<file path="src/pkg/route_params.svh">
// Constants for the peripheral pin route selector
`ifndef ROUTE_PARAMS_SVH
`define ROUTE_PARAMS_SVH
`define RT_GROUPS 6
`define RT_GROUP_PINS 8
`define RT_PINS 48
`define RT_TCA_OUTS 6
`define RT_TCB_OUTS 4
`define RT_SPI_SIGS 4
`define RT_SPI_IDX 8'h03
`define RT_TCA_IDX 8'h04
`define RT_TCB_IDX 8'h05
`define RT_SPI_RESET 2'h0
`define RT_TCA_RESET 3'h0
`define RT_TCB_RESET 4'h0
`define RT_TCA_LAST 3'h5
`define RT_TCA_MASK 48'h00000000003F
`define RT_PIN_A4 6'h04
`define RT_PIN_C0 6'h10
`define RT_PIN_E0 6'h20
`define RT_TYPE_B_TIMER0_ROUTE_DEF 6'h02
`define RT_TYPE_B_TIMER0_ROUTE_ALT 6'h2C
`define RT_TYPE_B_TIMER1_ROUTE_DEF 6'h03
`define RT_TYPE_B_TIMER1_ROUTE_ALT 6'h2D
`define RT_TYPE_B_TIMER2_ROUTE_DEF 6'h10
`define RT_TYPE_B_TIMER2_ROUTE_ALT 6'h0C
`define RT_TYPE_B_TIMER3_ROUTE_DEF 6'h0D
`define RT_TYPE_B_TIMER3_ROUTE_ALT 6'h11
`define RT_RESP_OKAY 2'h0
`define RT_RESP_SLVERR 2'h2
`endif

</file>
<file path="src/pkg/route_pkg.sv">
// Types for the peripheral pin route selector
package route_pkg;
  typedef enum logic [1:0] {
    SPI_ON_A_HIGH = 2'h0,
    SPI_ON_C_LOW = 2'h1,
    SPI_ON_E_LOW = 2'h2,
    SPI_DETACHED = 2'h3
  } spi_route_t;
  typedef enum logic [1:0] {
    REG_NONE = 2'h0,
    REG_SPI = 2'h1,
    REG_TCA = 2'h2,
    REG_TCB = 2'h3
  } reg_sel_t;
  typedef logic [2:0] tca_route_t;
  typedef logic [3:0] tcb_route_t;
  typedef logic [5:0] pin_idx_t;
endpackage

</file>
<file path="src/pkg/route_cfg_if.sv">
// Route settings passed from the register file to the multiplexer
`timescale 1ns/1ps
interface route_cfg_if;
  route_pkg::spi_route_t spiRoute;
  route_pkg::tca_route_t tcaRoute;
  route_pkg::tcb_route_t tcbRoute;
  modport src (output spiRoute, output tcaRoute, output tcbRoute);
  modport sink (input spiRoute, input tcaRoute, input tcbRoute);
endinterface

</file>
<file path="src/rtl/route_mux.sv">
// Combinational override multiplexer from peripherals onto pin groups
`timescale 1ns/1ps
`include "route_params.svh"
module route_mux (
  route_cfg_if.sink cfg,
  input wire logic [`RT_SPI_SIGS-1:0] spiOut,
  input wire logic [`RT_SPI_SIGS-1:0] spiOe,
  input wire logic [`RT_TCA_OUTS-1:0] tcaOut,
  input wire logic [`RT_TCA_OUTS-1:0] tcaEn,
  input wire logic [`RT_TCB_OUTS-1:0] tcbOut,
  input wire logic [`RT_TCB_OUTS-1:0] tcbEn,
  output logic [`RT_PINS-1:0] ovrMask,
  output logic [`RT_PINS-1:0] ovrVal,
  output logic [`RT_PINS-1:0] ovrOe
);
  // Fixed default and alternate pin of each type-B timer output
  function automatic route_pkg::pin_idx_t tcbPin(input int idx, input logic alt);
    route_pkg::pin_idx_t p;
    p = alt ? `RT_TYPE_B_TIMER0_ROUTE_ALT : `RT_TYPE_B_TIMER0_ROUTE_DEF;
    unique case (idx)
      1: p = alt ? `RT_TYPE_B_TIMER1_ROUTE_ALT : `RT_TYPE_B_TIMER1_ROUTE_DEF;
      2: p = alt ? `RT_TYPE_B_TIMER2_ROUTE_ALT : `RT_TYPE_B_TIMER2_ROUTE_DEF;
      3: p = alt ? `RT_TYPE_B_TIMER3_ROUTE_ALT : `RT_TYPE_B_TIMER3_ROUTE_DEF;
      default: p = alt ? `RT_TYPE_B_TIMER0_ROUTE_ALT : `RT_TYPE_B_TIMER0_ROUTE_DEF;
    endcase
    return p;
  endfunction

  // Pin number within the flat vector, eight pins to a group
  function automatic route_pkg::pin_idx_t groupPin(input logic [2:0] g, input int b);
    return {g, 3'(b)};
  endfunction

  // Later claims win: SPI over type-A over type-B, so a clash never drives twice
  always_comb
  begin
    route_pkg::pin_idx_t p;
    route_pkg::pin_idx_t base;
    p = '0;
    base = '0;
    ovrMask = '0;
    ovrVal = '0;
    ovrOe = '0;
    // RULE4 RULE5 RULE6 RULE7: type-B pin choice
    for (int i = 0; i < `RT_TCB_OUTS; i++)
    begin
      if (tcbEn[i])
      begin
        p = tcbPin(i, cfg.tcbRoute[i]);
        ovrMask[p] = 1'b1;
        ovrVal[p] = tcbOut[i];
        ovrOe[p] = 1'b1;
      end
    end
    // RULE3: type-A outputs on pins 5..0, reserved codes claim nothing
    if (cfg.tcaRoute <= `RT_TCA_LAST)
    begin
      for (int b = 0; b < `RT_TCA_OUTS; b++)
      begin
        if (tcaEn[b])
        begin
          p = groupPin(cfg.tcaRoute, b);
          ovrMask[p] = 1'b1;
          ovrVal[p] = tcaOut[b];
          ovrOe[p] = 1'b1;
        end
      end
    end
    // RULE1: SPI on the chosen group, or detached
    if (cfg.spiRoute != route_pkg::SPI_DETACHED)
    begin
      unique case (cfg.spiRoute)
        route_pkg::SPI_ON_A_HIGH: base = `RT_PIN_A4;
        route_pkg::SPI_ON_C_LOW: base = `RT_PIN_C0;
        route_pkg::SPI_ON_E_LOW: base = `RT_PIN_E0;
        default: base = `RT_PIN_E0;
      endcase
      for (int s = 0; s < `RT_SPI_SIGS; s++)
      begin
        p = base + 6'(s);
        ovrMask[p] = 1'b1;
        ovrVal[p] = spiOut[s];
        ovrOe[p] = spiOe[s];
      end
    end
  end
endmodule

</file>
<file path="src/rtl/timer_spi_pin_route_select.sv">
// Peripheral pin route selector: AXI4-Lite route registers and pin override
// Behaviour
// RULE1: SPI field 0x2 uses E3..0, 0x3 none
// RULE2: Type-A route field bits 2:0, resets zero
// RULE3: Type-A codes 0..5 pick groups A..F
// RULE4: Bit 3 moves timer B3 B5->C1
// RULE5: Bit 2 moves timer B2 C0->B4
// RULE6: Bit 1 moves timer B1 A3->F5
// RULE7: Bit 0 moves timer B0 A2->F4
// RULE8: Unselected pins return to general-purpose control
//
// Implementation choice: register access over AXI4-Lite.
`timescale 1ns/1ps
`include "route_params.svh"
module timer_spi_pin_route_select #(
  parameter int ADDR_W = 8
) (
  input wire logic clock,
  input wire logic resetn,
  input wire logic [ADDR_W-1:0] awaddr,
  input wire logic [2:0] awprot,
  input wire logic awvalid,
  output logic awready,
  input wire logic [31:0] wdata,
  input wire logic [3:0] wstrb,
  input wire logic wvalid,
  output logic wready,
  output logic [1:0] bresp,
  output logic bvalid,
  input wire logic bready,
  input wire logic [ADDR_W-1:0] araddr,
  input wire logic [2:0] arprot,
  input wire logic arvalid,
  output logic arready,
  output logic [31:0] rdata,
  output logic [1:0] rresp,
  output logic rvalid,
  input wire logic rready,
  input wire logic [`RT_SPI_SIGS-1:0] spiOut,
  input wire logic [`RT_SPI_SIGS-1:0] spiOe,
  input wire logic [`RT_TCA_OUTS-1:0] typeATimerOut,
  input wire logic [`RT_TCA_OUTS-1:0] typeATimerEn,
  input wire logic [`RT_TCB_OUTS-1:0] typeBTimerOut,
  input wire logic [`RT_TCB_OUTS-1:0] typeBTimerEn,
  input wire logic [`RT_PINS-1:0] gpioOut,
  input wire logic [`RT_PINS-1:0] gpioOe,
  output logic [`RT_PINS-1:0] pinOut,
  output logic [`RT_PINS-1:0] pinOe,
  output logic [`RT_PINS-1:0] overrideMask
);
  // The highest register index must fit the word address
  if (ADDR_W < 5)
  begin : g_bad_addr
    $error("ADDR_W too small for the register map");
  end

  logic awHeld_r;
  logic wHeld_r;
  logic [ADDR_W-1:0] awAddr_r;
  logic [7:0] wData_r;
  logic wStrb0_r;
  logic bvalid_r;
  logic [1:0] bresp_r;
  logic rvalid_r;
  logic [1:0] rresp_r;
  logic [31:0] rdata_r;
  route_pkg::spi_route_t spiRoute_r;
  route_pkg::tca_route_t tcaRoute_r;
  route_pkg::tcb_route_t tcbRoute_r;
  logic [`RT_PINS-1:0] pinOut_r;
  logic [`RT_PINS-1:0] pinOe_r;
  logic [`RT_PINS-1:0] overrideMask_r;
  logic [`RT_PINS-1:0] ovrMask;
  logic [`RT_PINS-1:0] ovrVal;
  logic [`RT_PINS-1:0] ovrOe;
  logic doWrite;
  route_pkg::reg_sel_t wrSel;

  // Word index decode, shared by both channels; byte offsets are ignored
  function automatic route_pkg::reg_sel_t decodeReg(input logic [ADDR_W-1:0] a);
    logic [ADDR_W-3:0] idx;
    idx = a[ADDR_W-1:2];
    if (idx == (ADDR_W-2)'(`RT_SPI_IDX))
      return route_pkg::REG_SPI;
    else if (idx == (ADDR_W-2)'(`RT_TCA_IDX))
      return route_pkg::REG_TCA;
    else if (idx == (ADDR_W-2)'(`RT_TCB_IDX))
      return route_pkg::REG_TCB;
    return route_pkg::REG_NONE;
  endfunction

  // Each channel is refused while its item waits or a response is pending
  assign awready = !awHeld_r && !bvalid_r;
  assign wready = !wHeld_r && !bvalid_r;
  assign arready = !rvalid_r;
  assign bvalid = bvalid_r;
  assign bresp = bresp_r;
  assign rvalid = rvalid_r;
  assign rresp = rresp_r;
  assign rdata = rdata_r;
  assign doWrite = awHeld_r && wHeld_r;
  assign wrSel = decodeReg(awAddr_r);

  // Write address capture, in either order relative to the data
  always_ff @(posedge clock or negedge resetn)
  begin
    if (!resetn)
    begin
      awHeld_r <= 1'b0;
      awAddr_r <= '0;
    end
    else if (awvalid && awready)
    begin
      awHeld_r <= 1'b1;
      awAddr_r <= awaddr;
    end
    else if (doWrite)
      awHeld_r <= 1'b0;
  end

  // Write data capture; only the low byte lane carries register bits
  always_ff @(posedge clock or negedge resetn)
  begin
    if (!resetn)
    begin
      wHeld_r <= 1'b0;
      wData_r <= 8'h00;
      wStrb0_r <= 1'b0;
    end
    else if (wvalid && wready)
    begin
      wHeld_r <= 1'b1;
      wData_r <= wdata[7:0];
      wStrb0_r <= wstrb[0];
    end
    else if (doWrite)
      wHeld_r <= 1'b0;
  end

  // Write response one cycle after both halves are held
  always_ff @(posedge clock or negedge resetn)
  begin
    if (!resetn)
    begin
      bvalid_r <= 1'b0;
      bresp_r <= `RT_RESP_OKAY;
    end
    else if (doWrite)
    begin
      bvalid_r <= 1'b1;
      bresp_r <= (wrSel == route_pkg::REG_NONE) ? `RT_RESP_SLVERR : `RT_RESP_OKAY;
    end
    else if (bready)
      bvalid_r <= 1'b0;
  end

  // Route registers; upper bits are not stored and read as zero
  always_ff @(posedge clock or negedge resetn)
  begin
    if (!resetn)
    begin
      spiRoute_r <= route_pkg::spi_route_t'(`RT_SPI_RESET);
      // RULE2 RULE7: reset to default routes
      tcaRoute_r <= `RT_TCA_RESET;
      tcbRoute_r <= `RT_TCB_RESET;
    end
    else if (doWrite && wStrb0_r)
    begin
      unique case (wrSel)
        route_pkg::REG_SPI: spiRoute_r <= route_pkg::spi_route_t'(wData_r[1:0]);
        // RULE2: three-bit type-A field
        route_pkg::REG_TCA: tcaRoute_r <= wData_r[2:0];
        // RULE7: four type-B select bits
        route_pkg::REG_TCB: tcbRoute_r <= wData_r[3:0];
        route_pkg::REG_NONE: ;
      endcase
    end
  end

  // Read channel; an unmapped word reads zero with a slave error
  always_ff @(posedge clock or negedge resetn)
  begin
    if (!resetn)
    begin
      rvalid_r <= 1'b0;
      rresp_r <= `RT_RESP_OKAY;
      rdata_r <= 32'h00000000;
    end
    else if (arvalid && arready)
    begin
      rvalid_r <= 1'b1;
      rresp_r <= `RT_RESP_OKAY;
      unique case (decodeReg(araddr))
        route_pkg::REG_SPI: rdata_r <= 32'(spiRoute_r);
        route_pkg::REG_TCA: rdata_r <= 32'(tcaRoute_r);
        route_pkg::REG_TCB: rdata_r <= 32'(tcbRoute_r);
        route_pkg::REG_NONE:
        begin
          rdata_r <= 32'h00000000;
          rresp_r <= `RT_RESP_SLVERR;
        end
      endcase
    end
    else if (rready)
      rvalid_r <= 1'b0;
  end

  route_cfg_if cfg ();
  assign cfg.spiRoute = spiRoute_r;
  assign cfg.tcaRoute = tcaRoute_r;
  assign cfg.tcbRoute = tcbRoute_r;

  route_mux u_mux (
    .cfg(cfg.sink),
    .spiOut(spiOut),
    .spiOe(spiOe),
    .tcaOut(typeATimerOut),
    .tcaEn(typeATimerEn),
    .tcbOut(typeBTimerOut),
    .tcbEn(typeBTimerEn),
    .ovrMask(ovrMask),
    .ovrVal(ovrVal),
    .ovrOe(ovrOe)
  );

  // RULE8: pins not claimed fall back to general-purpose drive
  // Registered so the pads never see decode glitches, at one cycle of latency
  always_ff @(posedge clock or negedge resetn)
  begin
    if (!resetn)
    begin
      pinOut_r <= '0;
      pinOe_r <= '0;
      overrideMask_r <= '0;
    end
    else
    begin
      pinOut_r <= (ovrMask & ovrVal) | (~ovrMask & gpioOut);
      pinOe_r <= (ovrMask & ovrOe) | (~ovrMask & gpioOe);
      overrideMask_r <= ovrMask;
    end
  end

  assign pinOut = pinOut_r;
  assign pinOe = pinOe_r;
  assign overrideMask = overrideMask_r;

  logic quietTimers;
  assign quietTimers = (typeBTimerEn == '0) && (tcaRoute_r > `RT_TCA_LAST);
endmodule

</file>
<file path="config.mk">
export PLATFORM = sky130hd
export DESIGN_NAME = timer_spi_pin_route_select
export DESIGN_NICKNAME = d
export VERILOG_FILES = /design/src/pkg/route_pkg.sv /design/src/pkg/route_cfg_if.sv /design/src/rtl/route_mux.sv /design/src/rtl/timer_spi_pin_route_select.sv
export VERILOG_INCLUDE_DIRS = /design/src /design/src/pkg
export SDC_FILE = /design/constraint.sdc
export NUM_CORES = 1
export LEC_CHECK = 0
export BUFFER_PORTS_ARGS = -buffer_cell sky130_fd_sc_hd__buf_4
export CORE_AREA = 2 2 144 146
export DETAILED_ROUTE_END_ITERATION = 6
export DIE_AREA = 0 0 146 148
export PLACE_DENSITY = 0.68
export SETUP_SLACK_MARGIN = 0.02
export SYNTH_ARGS = -nofsm -noshare
export SYNTH_HDL_FRONTEND = slang
export SYNTH_HIERARCHICAL = 1
export SYNTH_SLANG_ARGS = --single-unit
export TNS_END_PERCENT = 100
</file>
<file path="constraint.sdc">
create_clock -name clock -period 2.4 [get_ports clock]
set_input_delay 0.6 -clock clock [delete_from_list [all_inputs] [get_ports clock]]
set_output_delay 0.6 -clock clock [all_outputs]
set_load 0.02 [all_outputs]
</file>
After elaboration in Yosys (flattened, before gate mapping)
Index checks and enable logic that the tools add are counted.
{ "op_classes": {"n_addsub": 3, "n_lt_le_gt_ge": 29, "n_eq_ne": 14, "mux": 116, "n_bitwise": 21, "n_reduce_logical": 35} }
{ "ops": {"columns": ["op", "count"], "rows": [
  ["48-bit 2-to-1 mux", 35],
  ["48-bit bitwise mux", 17],
  ["48-bit bitwise OR", 9],
  ["48-bit AND", 5],
  ["32-bit case mux with 4 select lines", 1],
  ["6-bit by 7-bit < comparator with 1-bit output, second input constant", 14],
  ["6-bit by 1-bit greater-or-equal comparator with 1-bit output, second input constant", 14],
  ["1-bit demux with 6-bit select", 8],
  ["48-bit NOT", 1],
  ["48-bit by 41-bit bitwise OR with 48-bit output", 1],
  ["48-bit by 42-bit bitwise OR with 48-bit output", 1],
  ["48-bit by 43-bit bitwise OR with 48-bit output", 1],
  ["48-bit by 44-bit bitwise OR with 48-bit output", 1],
  ["48-bit by 45-bit bitwise OR with 48-bit output", 1],
  ["48-bit by 46-bit bitwise OR with 48-bit output", 1],
  ["6-bit 2-to-1 mux", 7],
  ["1-bit 2-to-1 mux", 28],
  ["6-bit by 3-bit == test with 1-bit output, second input constant", 4],
  ["2-bit 2-to-1 mux", 11],
  ["1-bit logical AND", 21],
  ["1-bit demux with 3-bit select", 6],
  ["6-bit by 2-bit adder with 6-bit output, second input constant", 2],
  ["6-bit by 2-bit == test with 1-bit output, second input constant", 2],
  ["6-bit case mux with 2 select lines", 1],
  ["10 further kinds", 26]
]} }
{ "totals": {"register_bits": 206, "in_bits": 189, "out_inout_bits": 185} }

Logic depth before layout (Yosys ltp)
{ "logic_depth": {"depth_word": 39, "mapped_depth": 6, "mapped_depth_nobuf": 4} }

Modules after synthesis
Netlist, hierarchy kept.
{ "modules_own_cells": {"columns": ["mod", "instances", "cells_each", "area_each_um2", "seq_area_each_um2"], "rows": [
  ["timer_spi_pin_route_select", 1, 370, 6204.7, 4354.2],
  ["route_mux", 1, 235, 1423.9, 0.0]
]} }

Worst setup path after synthesis
No wires, ideal clock.
{ "synth_timing": {"kind": "register to register", "startpoint": "register awAddr_r[7]", "endpoint": "register tcbRoute_r[0], in the netlist cfg.tcbRoute[0]", "setup_time_ns": 0.125, "arrival_ns": 1.803, "required_time_ns": 2.275, "setup_slack_ns": 0.472, "stages_incl_launch_ff": 5, "period_less_slack_ns": 1.928, "cell_sequence": "dfrtp_1 -> or4b_4 -> or4_4 -> buf_6 -> mux2_4"} }
{ "synth_between": {"elab_chain_cells": 7, "word_cells_on_any_way": 11} }
{ "synth_lines": {"columns": ["item", "line_no", "source"], "rows": [
  ["from (decl)", "timer_spi_pin_route_select.sv:59", "logic [ADDR_W-1:0] awAddr_r;"],
  ["from (signal assigned)", "timer_spi_pin_route_select.sv:115", "awAddr_r <= awaddr;"],
  ["6-bit by 3-bit == test with 1-bit output", "timer_spi_pin_route_select.sv:87", "else if (idx == (ADDR_W-2)'(`RT_TCB_IDX))"],
  ["1-bit 2-to-1 mux", "timer_spi_pin_route_select.sv:87", null],
  ["1-bit 2-to-1 mux", "timer_spi_pin_route_select.sv:85", "else if (idx == (ADDR_W-2)'(`RT_TCA_IDX))"],
  ["1-bit 2-to-1 mux", "timer_spi_pin_route_select.sv:83", "if (idx == (ADDR_W-2)'(`RT_SPI_IDX))"],
  ["2-bit 2-to-1 mux *", "timer_spi_pin_route_select.sv:89", "return route_pkg::REG_NONE;"],
  ["2-bit == test *", "timer_spi_pin_route_select.sv:169", "unique case (wrSel)"],
  ["2-bit AND reduction (no line) *", null, null],
  ["to (signal assigned)", "timer_spi_pin_route_select.sv:165", "tcbRoute_r <= `RT_TCB_RESET;"],
  ["to (signal assigned)", "timer_spi_pin_route_select.sv:174", "route_pkg::REG_TCB: tcbRoute_r <= wData_r[3:0];"],
  ["to (decl)", "timer_spi_pin_route_select.sv:69", "route_pkg::tcb_route_t tcbRoute_r;"]
]} }
Every way passes the cells marked *; elsewhere a longest branch is shown, timed or not.
A chain may end at the register's enable or synchronous reset.

Worst setup path after layout
{ "layout_timing": {"startpoint": "register tcaRoute_r[2], in the netlist cfg.tcaRoute[2]", "endpoint": "register pinOe_r[4], in the netlist pinOe[4]"} }
{ "layout_between": {"elab_chain_cells": 18, "word_cells_on_any_way": 26} }
{ "layout_lines": {"columns": ["item", "line_no", "source"], "rows": [
  ["from (decl)", "timer_spi_pin_route_select.sv:68", "route_pkg::tca_route_t tcaRoute_r;"],
  ["from (signal assigned)", "timer_spi_pin_route_select.sv:164", "tcaRoute_r <= `RT_TCA_RESET;"],
  ["from (signal assigned)", "timer_spi_pin_route_select.sv:172", "route_pkg::REG_TCA: tcaRoute_r <= wData_r[2:0];"],
  ["6-bit by 7-bit < comparator with 1-bit output (implied by the code) / 6-bit by 1-bit greater-or-equal comparator with 1-bit output (equally long branches)", "route_mux.sv:63", "ovrMask[p] = 1'b1;"],
  ["1-bit logical AND (implied by the code)", "route_mux.sv:63", null],
  ["1-bit 2-to-1 mux (implied by the code)", "route_mux.sv:63", null],
  ["1-bit demux with 3-bit select", null, null],
  ["48-bit by 45-bit bitwise OR with 48-bit output (no line)", null, null],
  ["48-bit 2-to-1 mux", "route_mux.sv:60", "if (tcaEn[b])"],
  ["48-bit 2-to-1 mux", "route_mux.sv:56", "if (cfg.tcaRoute <= `RT_TCA_LAST)"],
  ["48-bit by 46-bit bitwise OR with 48-bit output (no line)", null, null],
  ["48-bit 2-to-1 mux", "route_mux.sv:60", null],
  ["48-bit 2-to-1 mux *", "route_mux.sv:56", null],
  ["48-bit bitwise OR (no line) (4 in series)", null, null],
  ["48-bit 2-to-1 mux *", "route_mux.sv:70", "if (cfg.spiRoute != route_pkg::SPI_DETACHED)"],
  ["named net ovrMask[4]", "timer_spi_pin_route_select.sv:73", "logic [`RT_PINS-1:0] ovrMask;"],
  ["48-bit NOT", "timer_spi_pin_route_select.sv:239", "pinOe_r <= (ovrMask & ovrOe) | (~ovrMask & gpioOe);"],
  ["48-bit AND", "timer_spi_pin_route_select.sv:239", null],
  ["48-bit bitwise OR *", "timer_spi_pin_route_select.sv:239", null],
  ["to (signal assigned)", "timer_spi_pin_route_select.sv:239", null],
  ["to (decl)", "timer_spi_pin_route_select.sv:71", "logic [`RT_PINS-1:0] pinOe_r;"]
]} }
The timed path passes the listed nets; every way through them passes the cells marked *. The select of a mux whose other input is x is not followed.

==> results_dict.tcl <==
set metrics [dict create \
    cp-start-kind "register" \
    cts_setup_buffers 0 \
    first_iter_violations 164 \
    hpwl_mm 16.38 \
    place_congestion 0.7597 \
    max-clock-path-buffers 2 \
    ys_ff_latch 174 \
    peakVddDrop_mv 0.6747 \
    max_freq_mhz 489.3 \
    final_cell_count_no_fill 1180 \
    die_w_um 146 \
    antenna_found_initial 0 \
    status "finished, final reports clean" \
    crit_required_ns 2.71 \
    cp.arrival_ns 2.35 \
    netlist_top_cells_count "dfrtp_1, mux2_2, buf_4" \
    fin_skew_ns 0.009193 \
    synthTopCellsByArea "dfrtp_1, mux2_2, buf_4" \
    grt-ovfl-total 0 \
    relSlewSlack 0.5509 \
    start_util 0.3807 \
    synth_top_area_share 0.5708 \
    wl_mm 20.75 \
    finalPower_w 0.009758 \
    syn_avg_cell_area_um2 12.61 \
    rsz0062_at_grt "no" \
    synth_ff_type "dfrtp_1" \
    slew_viol_final 0 \
    hold_violations 0 \
    leakage_nw 5.101 \
    max-cap-violations 0 \
    path_clk_slew_ns 0.07 \
    rows 52 \
    syn2layout_area_growth_pct 36.57 \
    worst_pin_slew_ns 0.6685 \
    tns_ns 0 \
    yosysMostFrequentCell "dfrtp_1" \
    track_usage 0.1936 \
    core_area_mm2 0.02004 \
    dr.pass1.iters 4 \
    synth_cell_types 45 \
    final_antenna_net_count 0 \
    cts_tree "yes" \
    power_density_mw_per_mm2 936.6 \
    final_core_util 0.5199 \
    netlist_instances 605 \
    cts_made_buffers 17 \
    num_antenna_cells 0 \
    hp-class "input port to asynchronous set/reset pin" \
    holdBufCountCts 0 \
    vias 5337 \
    period_share 0.8515 \
    drive_gt1_frac 0.5176 \
    avgRoutedWirePerCell_um 17.59 \
    insertion_delay_ns 0.42 \
    fillCellCount 1849 \
    crit_type "register to register" \
    mappedNetlistArea_mm2 0.007629 \
    vias_per_cell 4.523 \
    cts_root_buf "clkbuf_16" \
    grt_pass1_vias 5465 \
    yosysTopAreaCell "dfrtp_1" \
    drc 0 \
    clock_sinks 174 \
    dieArea_mm2 0.02161 \
    critPathMaxFanout 14 \
    yosysSeqAreaShare 0.5708 \
    die_height_um 148 \
    endpoint_kind "register" \
    postSynth.asyncResetShare 1.000 \
    grt_max_degree 53 \
    pin_count 374 \
    grt_pass1_wl_mm 31.53 \
    ys_warn_count 6 \
    dp_cells 1148 \
    post_cts_resized 0 \
    setup_violations 0 \
    nNetsFinal 1086 \
    synth_edf_count 0 \
    finalCriticalPeriod_ns 2.044 \
    cts.htree.levels 4 \
    io_buffers 302 \
]
[placed cells by master, fill, tap and decap left out, types with 4 or more instances in the layout]
cell type,instances
nand2b_1,5
nand3_1,9
inv_1,10
o31ai_2,4
dfrtp_1,174
mux2_2,115
nor2b_1,4
nand2_1,53
clkbuf_16,17
o21ai_1,6
o31ai_1,5
conb_1,60
nor2_1,28
mux2_4,4
o21ai_0,14
and2_1,32
buf_4,308
[stage by stage]
stage	hold WS (ns)	setup slack, ns	instance area (um2)
CTS	0.08591	0.3220	10420
finish	0.09390	0.3563	10420
global route	0.07621	0.1849	10420
global placement	0.4752	0.3589	9859
floorplan	0.3044	0.4722	7846
detailed placement	0.4881	0.3290	9859
[layout make-up]
class / count / area [um2] / area share
clock buffers: 18 / 429.2 / 0.04119
clock inverters: 14 / 130.1 / 0.01249
inverters: 10 / 37.54 / 0.003603
multi-input cells: 383 / 2764 / 0.2653
flip-flops and latches: 174 / 4354 / 0.4179
well taps: 270 / 337.8 / 0.03242
repair buffers: 311 / 2366 / 0.2271
[state kept, by name, indices dropped and copies added, names as in the netlist, 2 cells and up]
register / flops
pinOe: 48
cfg.tcaRoute: 3
overrideMask: 48
rdata: 4
pinOut: 48
wData_r: 4
awAddr_r: 6
cfg.spiRoute: 2
cfg.tcbRoute: 4
[metal layers]
layer,vias to the layer above,part of all wire,GRT usage
met1,2593,0.39,0.2251
met4,0,0.0093,0.04854
met5,-,0,0
li1,2505,-,-
met2,231,0.52,0.3394
met3,8,0.083,0.07284
[kinds of logic (layout without fill, tap and decap cells)]
kind of cell / count (synthesis) / in the layout / synth area share
AOI/OAI and AO/OA: 47 / 47 / 0.04412
other: 2 / 60 / 0.0009845
buffers and inverters: 106 / 353 / 0.09546
DFF: 174 / 174 / 0.5708
and+or+nand+nor: 153 / 153 / 0.1053
muxes: 123 / 123 / 0.1834
[report_power, final]
group / leakage (nW) / switching [W] / internal (W)
clock network: 0.266 / 0.00124 / 0.00137
registers: 2.11 / 0.000367 / 0.00354
logic: 2.73 / 0.00174 / 0.00150
[critical path, stage by stage, from the launching register on]
cell     delay (ns)
dfrtp_1        0.58
nor3_4         0.48
nand2_1        0.18
o21ai_0        0.29
mux2_2         0.40
[final timing paths]
path,startpoint,end,slack (ns),depth (start not counted)
max in group asynchronous,resetn,overrideMask[45],1.70,2
max reg2reg,cfg.tcaRoute[2],pinOe[4],0.36,4
max,cfg.tcaRoute[2],pinOe[4],0.36,4
min,resetn,pinOut[46],0.09,1
min reg2reg,awHeld_r,wHeld_r,0.50,1
min in group clock,rready,rvalid,0.35,2
No activity file was read; power rests on OpenSTA's default activity.
